<file path="config.mk">
export PLATFORM = sky130hd
export DESIGN_NAME = gpio_lookup_table_logic
export DESIGN_NICKNAME = d
export VERILOG_FILES = /design/src/gpio_lookup_table_logic.v /design/src/lut_select.v
export VERILOG_INCLUDE_DIRS = /design/src /design/src/src
export SDC_FILE = /design/constraint.sdc
export NUM_CORES = 1
export LEC_CHECK = 0
export BUFFER_PORTS_ARGS = -buffer_cell sky130_fd_sc_hd__buf_2
export CAP_MARGIN = 25
export CORE_ASPECT_RATIO = 0.6
export CORE_MARGIN = 2
export CORE_UTILIZATION = 50
export CTS_CLUSTER_SIZE = 40
export DETAILED_ROUTE_END_ITERATION = 12
export PLACE_DENSITY = 0.8
export SLEW_MARGIN = 20
export SYNTH_ARGS = -nofsm -noshare
export SYNTH_HDL_FRONTEND = slang
export SYNTH_SLANG_ARGS = --single-unit
export TNS_END_PERCENT = 30
</file>
<file path="constraint.sdc">
create_clock -name mclk_i -period 4.69 [get_ports mclk_i]
set_input_delay 1.407 -clock mclk_i [delete_from_list [all_inputs] [get_ports mclk_i]]
set_output_delay 1.407 -clock mclk_i [all_outputs]
set_load 0.02 [all_outputs]
</file>
<file path="src/lut_defs.vh">
// register offsets, field positions and mode codes of the lookup-table logic
`ifndef LUT_DEFS_VH
`define LUT_DEFS_VH
`define ADDR_BANK_B_HIGH_THREE_INPUT_TABLE 8'h24
`define ADDR_BANK_A_HIGH_THREE_INPUT_TABLE 8'h25
`define ADDR_BANK_B_LOW_THREE_INPUT_TABLE  8'h26
`define ADDR_BANK_A_LOW_THREE_INPUT_TABLE  8'h27
`define TABLE_RESET                        8'h00
`define MODE_RESET                         2'h0
`define MODE_GPIO                          2'h0
`define MODE_TWO_TO_ONE                    2'h1
`define MODE_THREE_TO_ONE                  2'h2
`define MODE_THREE_TO_TWO                  2'h3
`define PIN_A_LOW_TWO_OUT                  2
`define PIN_A_LOW_THREE_OUT                3
`define PIN_A_HIGH_THREE_OUT               7
`define PIN_B_LOW_THREE_OUT                11
`define PIN_B_HIGH_THREE_OUT               15
`endif

</file>
<file path="src/gpio_lookup_table_logic.v">
// lookup-table decode logic of the expander's gpio banks
// Behaviour
// - bank a low 2-to-1: pin 2 = low table nibble bit indexed by pins 1:0.
// - bank b high 3-to-1: pin 15 = table 0x24 bit indexed by pins 14:12.
// - bank a high 3-to-1: pin 7 = table 0x25 bit indexed by pins 6:4.
// - bank b low 3-to-1: pin 11 = table 0x26 bit indexed by pins 10:8.
// - bank a low 3-to-1: pin 3 = table 0x27 bit indexed by pins 2:0.
// - bank a low mode: 00 gpio, 01 2-to-1, 10 3-to-1, 11 no decode.
// - bank a high mode: 00 gpio, 01 no decode, 10 3-to-1, 11 reserved.
// - bank b low mode: 00 gpio, 01 no decode, 10 3-to-1, 11 no decode.
// - bank b high mode: 01 no decode, 10 3-to-1 pin 15, 11 reserved.
`timescale 1ns/100ps
`default_nettype none
`include "lut_defs.vh"
module gpio_lookup_table_logic (
  input  wire        mclk_i,
  input  wire        reset_i,
  input  wire        reg_wr_i,
  input  wire [7:0]  reg_addr_i,
  input  wire [7:0]  reg_wdata_i,
  output reg  [7:0]  reg_rdata_o,
  input  wire [1:0]  bank_a_low_decode_select_i,
  input  wire [1:0]  bank_a_high_decode_select_i,
  input  wire [1:0]  bank_b_low_decode_select_i,
  input  wire [1:0]  bank_b_high_decode_select_i,
  input  wire [3:0]  bank_a_two_input_table_i,
  input  wire [15:0] pin_i,
  output wire [15:0] lut_out_o,
  output wire [15:0] lut_drive_o
);
  reg  [7:0]  bank_b_high_three_input_table_r;
  reg  [7:0]  bank_a_high_three_input_table_r;
  reg  [7:0]  bank_b_low_three_input_table_r;
  reg  [7:0]  bank_a_low_three_input_table_r;
  reg  [15:0] pin_meta_r;
  reg  [15:0] pin_sync_r;
  wire [4:0]  val;
  wire [4:0]  en;
  wire [39:0] tables;
  wire [14:0] idx;
  wire [4:0]  sel;

  // pins pass two flops; decode is combinational from the synchronised level
  always @(posedge mclk_i) begin
    if (reset_i) begin
      pin_meta_r <= 16'h0000;
      pin_sync_r <= 16'h0000;
    end else begin
      pin_meta_r <= pin_i;
      pin_sync_r <= pin_meta_r;
    end
  end

  always @(posedge mclk_i) begin
    if (reset_i) begin
      bank_b_high_three_input_table_r <= `TABLE_RESET;
      bank_a_high_three_input_table_r <= `TABLE_RESET;
      bank_b_low_three_input_table_r  <= `TABLE_RESET;
      bank_a_low_three_input_table_r  <= `TABLE_RESET;
    end else if (reg_wr_i) begin
      case (reg_addr_i)
        `ADDR_BANK_B_HIGH_THREE_INPUT_TABLE: bank_b_high_three_input_table_r <= reg_wdata_i;
        `ADDR_BANK_A_HIGH_THREE_INPUT_TABLE: bank_a_high_three_input_table_r <= reg_wdata_i;
        `ADDR_BANK_B_LOW_THREE_INPUT_TABLE:  bank_b_low_three_input_table_r  <= reg_wdata_i;
        `ADDR_BANK_A_LOW_THREE_INPUT_TABLE:  bank_a_low_three_input_table_r  <= reg_wdata_i;
        default: ;
      endcase
    end
  end

  always @(posedge mclk_i) begin
    if (reset_i) begin
      reg_rdata_o <= 8'h00;
    end else begin
      case (reg_addr_i)
        `ADDR_BANK_B_HIGH_THREE_INPUT_TABLE: reg_rdata_o <= bank_b_high_three_input_table_r;
        `ADDR_BANK_A_HIGH_THREE_INPUT_TABLE: reg_rdata_o <= bank_a_high_three_input_table_r;
        `ADDR_BANK_B_LOW_THREE_INPUT_TABLE:  reg_rdata_o <= bank_b_low_three_input_table_r;
        `ADDR_BANK_A_LOW_THREE_INPUT_TABLE:  reg_rdata_o <= bank_a_low_three_input_table_r;
        default: reg_rdata_o <= 8'h00;
      endcase
    end
  end

  // slot 0: two-input table, upper bits unused so index bit 2 is held low
  assign tables = {bank_b_high_three_input_table_r,
                   bank_a_high_three_input_table_r,
                   bank_b_low_three_input_table_r,
                   bank_a_low_three_input_table_r,
                   4'h0, bank_a_two_input_table_i};
  assign idx = {pin_sync_r[14:12], pin_sync_r[6:4], pin_sync_r[10:8],
                pin_sync_r[2:0], 1'b0, pin_sync_r[1:0]};
  assign sel[0] = (bank_a_low_decode_select_i == `MODE_TWO_TO_ONE);
  assign sel[1] = (bank_a_low_decode_select_i == `MODE_THREE_TO_ONE);
  assign sel[2] = (bank_b_low_decode_select_i == `MODE_THREE_TO_ONE);
  assign sel[3] = (bank_a_high_decode_select_i == `MODE_THREE_TO_ONE);
  assign sel[4] = (bank_b_high_decode_select_i == `MODE_THREE_TO_ONE);

  genvar g;
  generate
    for (g = 0; g < 5; g = g + 1) begin : g_lut
      lut_select u_lut (
        .table_i  (tables[g*8 +: 8]),
        .index_i  (idx[g*3 +: 3]),
        .enable_i (sel[g]),
        .value_o  (val[g]),
        .enable_o (en[g])
      );
    end
  endgenerate

  // other pins stay with normal gpio; table has no effect unless selected
  // bit order: 15 bank b high, 11 bank b low, 7 bank a high, 3 and 2 bank a low
  assign lut_out_o = {val[4] & en[4], 3'h0, val[2] & en[2], 3'h0,
                      val[3] & en[3], 3'h0, val[1] & en[1], val[0] & en[0], 2'h0};
  assign lut_drive_o = {en[4], 3'h0, en[2], 3'h0, en[3], 3'h0, en[1], en[0], 2'h0};
endmodule // gpio_lookup_table_logic
`default_nettype wire

</file>
<file path="src/lut_select.v">
// one truth-table lookup: index picks a table bit; mode match passes through ungated as enable
`timescale 1ns/100ps
`default_nettype none
module lut_select (
  input  wire [7:0] table_i,
  input  wire [2:0] index_i,
  input  wire       enable_i,
  output wire       value_o,
  output wire       enable_o
);
  // purely combinational so table writes and pin changes show at once
  assign value_o  = table_i[index_i];
  assign enable_o = enable_i;
endmodule // lut_select
`default_nettype wire

</file>
==> reports/results.ini <==
[power]
seq_power_share_pct = 46.6
cellLeakagePower_nw = 1.60
finalPower_mw = 1.20
relative_contribution_of_combinational_cells_to_total_power_pct = 6.7
swShare_pct = 20.5
cellPowerDensity_nw_per_um2 = 357
power.net_switching_mw = 0.246
power.clock.fraction_pct = 46.8
power_report.internal_total_mw = 0.953
power.ir.vdd_worst_mv = 0.167

[global_route]
globalRoute.totalOverflow = 0
grt_usage_pct = 18.8
first_global_vias = 1752
grt_max_degree = 66
antenna_found_initial = 0
grt_first_pass_wirelength_um = 8800

[logic_synthesis]
yosysWarnings = 0
synth_top_area_share_pct = 44.1
register_bit_count_reported_by_yosys = 64
synth_top_cells_by_area = sky130_fd_sc_hd__dfxtp_1 (44%), sky130_fd_sc_hd__mux2i_1 (11%), sky130_fd_sc_hd__mux4_2 (11%)
netlist_area_um2 = 2900
synth-simple-area-share_pct = 20.7
netlist_instances = 248
syn-mean-instance-area_um2 = 11.7
largest_family_of_logic_cells_by_synthesized_area = multiplexers
synth_top_cell_by_area = sky130_fd_sc_hd__dfxtp_1
synth.lib_cells_used.distinct = 19
synth-compound-area-share_pct = 0
synth_seq_area_share_pct = 44.1
post_synth_mux_area_share_pct = 26.2
post_synth_xor_area_fraction_pct = 0
post_synth_fa_ha_maj_area_fraction_pct = 0

[sta]
finalSetupViolations = 0
finalHoldViolCount = 0
worstMarginPinSlew_ns = 0.904
maxClockFrequency_mhz = 270
timing.setup.tns_ns = 0
timing.final.crit_share_pct = 79.1
timing.clock.skew_ns = 0.00412
timing.final.max_slew_violations = 0
grt_setup_unrepaired = false
finalWorstPathRequiredPeriod_ns = 3.71
timing.slew.headroom_pct = 39.7

[status]
run_status = finished, final reports clean

[worst_setup_path]
path_cells = buf_2 -> mux4_1 -> and2_1 -> buf_2
worst_setup_path_end_kind = primary output
timing.reg2reg.worst_path_depth = 2
worst-setup-path-type = input pin to primary output
slack_of_the_worst_reg_to_reg_path_ns = 3.55
crit_path_frequent_cell = sky130_fd_sc_hd__buf_2
critPathTopFamily = multiplexers
critPathMaxFanout = 1
signal_arrival_time_at_the_worst_endpoint_ns = 2.30
critical_path.n_buffers_inverters = 2
delay_of_the_slowest_cell_on_the_worst_path_ns = 0.48
timing.critical_path.required_ns = 3.28
cp_num_cells = 4
critPathSlowestCell = sky130_fd_sc_hd__mux4_1
crit_path_start_kind = input pin

[finish]
stdcell_count = 386
nNetsFinal = 349
area_growth_syn_to_layout_pct = 15.7
diodes_inserted = 0
drive_gt1_share_pct = 31.0
layout.filler_cells = 494

[cts]
clock_latency_of_the_later_clocked_register_in_the_worst_skew_pair_ns = 0.34
postCtsSetupBuffers = 0
tritoncts = built
clockBufferDepth = 2
number_of_buffers_inserted_by_hold_repair_at_cts = 0
cts_resized = 0
clock_tree.htree_level_count = 3
clk_pin_slew_worst_paths_ns = 0.06
clk_root_buffer_cell = sky130_fd_sc_hd__clkbuf_8
cts_inserted_buffers = 9
clk_sink_count = 64

[placement]
post-place-cells = 371
io_buffer_count = 60
gp_routability_congestion = 0.855
hpwl_um = 4160

[route]
drt_total_wl_um = 5730
routedWlPerCell_um = 14.8
detailroute.via_count = 1876
initialDrtViolationCount = 97
post-route-drc-count = 0
vias_per_cell = 4.86
detail_route.first_pass.iterations = 4
final_antenna_net_count = 0

[min_path]
worst_hold_path.num_cells = 1
hold_path_class = flip-flop to flip-flop

[floorplanning]
die_x_um = 102
core_region_area_um2 = 5600
design.die.area_um2 = 6450
initial_core_utilization_pct = 51.9
core.rowCount = 21
io-pin-count = 87
vertical_extent_of_the_die_um = 63.0

[job]
timing.max_cap.violations = 0

[per-layer routing]
layer | part of all wire [%] | wire length (µm) | vias to the layer above | global-route usage [%]
met4 | 0.77 | 44 | 0 | 7.00
met2 | 45 | 2570 | 76 | 26.8
met3 | 8.3 | 476 | 6 | 6.26
met1 | 46 | 2640 | 879 | 26.3
met5 | 0 | 0 | - | 0
li1 | - | - | 915 | -
[cell families after synthesis]
family / count (synthesis)
mux: 53
buf+inv: 38
simple gates: 92
flops: 64
other cells: 1
[synthesized netlist by cell type]
master and count:
sky130_fd_sc_hd__and4bb_2 1, sky130_fd_sc_hd__and3_1 8, sky130_fd_sc_hd__mux4_2 14, sky130_fd_sc_hd__conb_1 1, sky130_fd_sc_hd__buf_6 1, sky130_fd_sc_hd__nor3_1 1, sky130_fd_sc_hd__mux4_1 3, sky130_fd_sc_hd__buf_4 28
sky130_fd_sc_hd__and2_1 6, sky130_fd_sc_hd__clkbuf_1 7, sky130_fd_sc_hd__nand2b_1 40, sky130_fd_sc_hd__dfxtp_1 64, sky130_fd_sc_hd__and4b_1 1, sky130_fd_sc_hd__mux2i_1 32, sky130_fd_sc_hd__mux2_2 4, sky130_fd_sc_hd__nor2b_1 31
sky130_fd_sc_hd__buf_2 2, sky130_fd_sc_hd__nor2_1 1, sky130_fd_sc_hd__nand4_2 3
[sequential cells by signal, summed over array words and instances (netlist names)]
| signal | flops |
|---|---|
| bank_a_high_three_input_table_r | 8 |
| bank_a_low_three_input_table_r | 8 |
| bank_b_high_three_input_table_r | 8 |
| bank_b_low_three_input_table_r | 8 |
| pin_meta_r | 12 |
| pin_sync_r | 12 |
| reg_rdata_o | 8 |
[worst paths after layout]
| check | startpoint | end |
|---|---|---|
| hold / removal | pin_meta_r[1] | pin_sync_r[1] |
| setup / recovery | bank_a_two_input_table_i[1] | lut_out_o[2] |
| setup reg to reg | bank_b_high_three_input_table_r[1] | reg_rdata_o[1] |
| hold reg to reg | pin_meta_r[1] | pin_sync_r[1] |
[through the flow]
step | setup WS, ns | instance area [µm²] | util (%) | hold WS (ns)
4_1_cts | 0.977 | 3360 | 60.0 | 0.437
2_1_floorplan | 1.19 | 2980 | - | 0.414
5_1_grt | 0.948 | 3360 | 60.0 | 0.452
6_report | 0.980 | 3360 | 60.0 | 0.432
3_3_place_gp | 1.01 | 3120 | 55.8 | 0.417
3_5_place_dp | 0.977 | 3120 | 55.8 | 0.420
[layout by cell type (no fill, tap or decap), drive strengths merged]
master | netlist | routed
and2 | 6 | 6
and3 | 8 | 8
mux4 | 17 | 17
nand2b | 40 | 40
nor2 | 1 | 1
nor3 | 1 | 1
bufinv | 0 | 3
conb | 1 | 22
buf | 31 | 60
and4bb | 1 | 1
and4b | 1 | 1
mux2 | 4 | 4
clkbuf | 7 | 12
nand4 | 3 | 3
mux2i | 32 | 32
dfxtp | 64 | 64
nor2b | 31 | 31
[final cells by class]
type	instances	area [µm²]	share of cell area (%)
Sequential cell	64	1280	38.1
Clock buffer	12	145	4.32
Tap cell	80	100	2.98
Multi-Input combinational cell	167	1440	42.9
Clock inverter	3	90.1	2.68
Timing Repair Buffer	60	300	8.94
[power groups by stage]
stage	combinational, mW	clock [mW]	sequential [mW]
global placement	0.0782	0	0.570
finish	0.0798	0.560	0.558
detailed placement	0.0799	0	0.570
CTS	0.0804	0.570	0.558
floorplan	0.0729	0	0.569
global route	0.0868	0.595	0.559
Note: power is estimated with default switching activity, not from simulation.
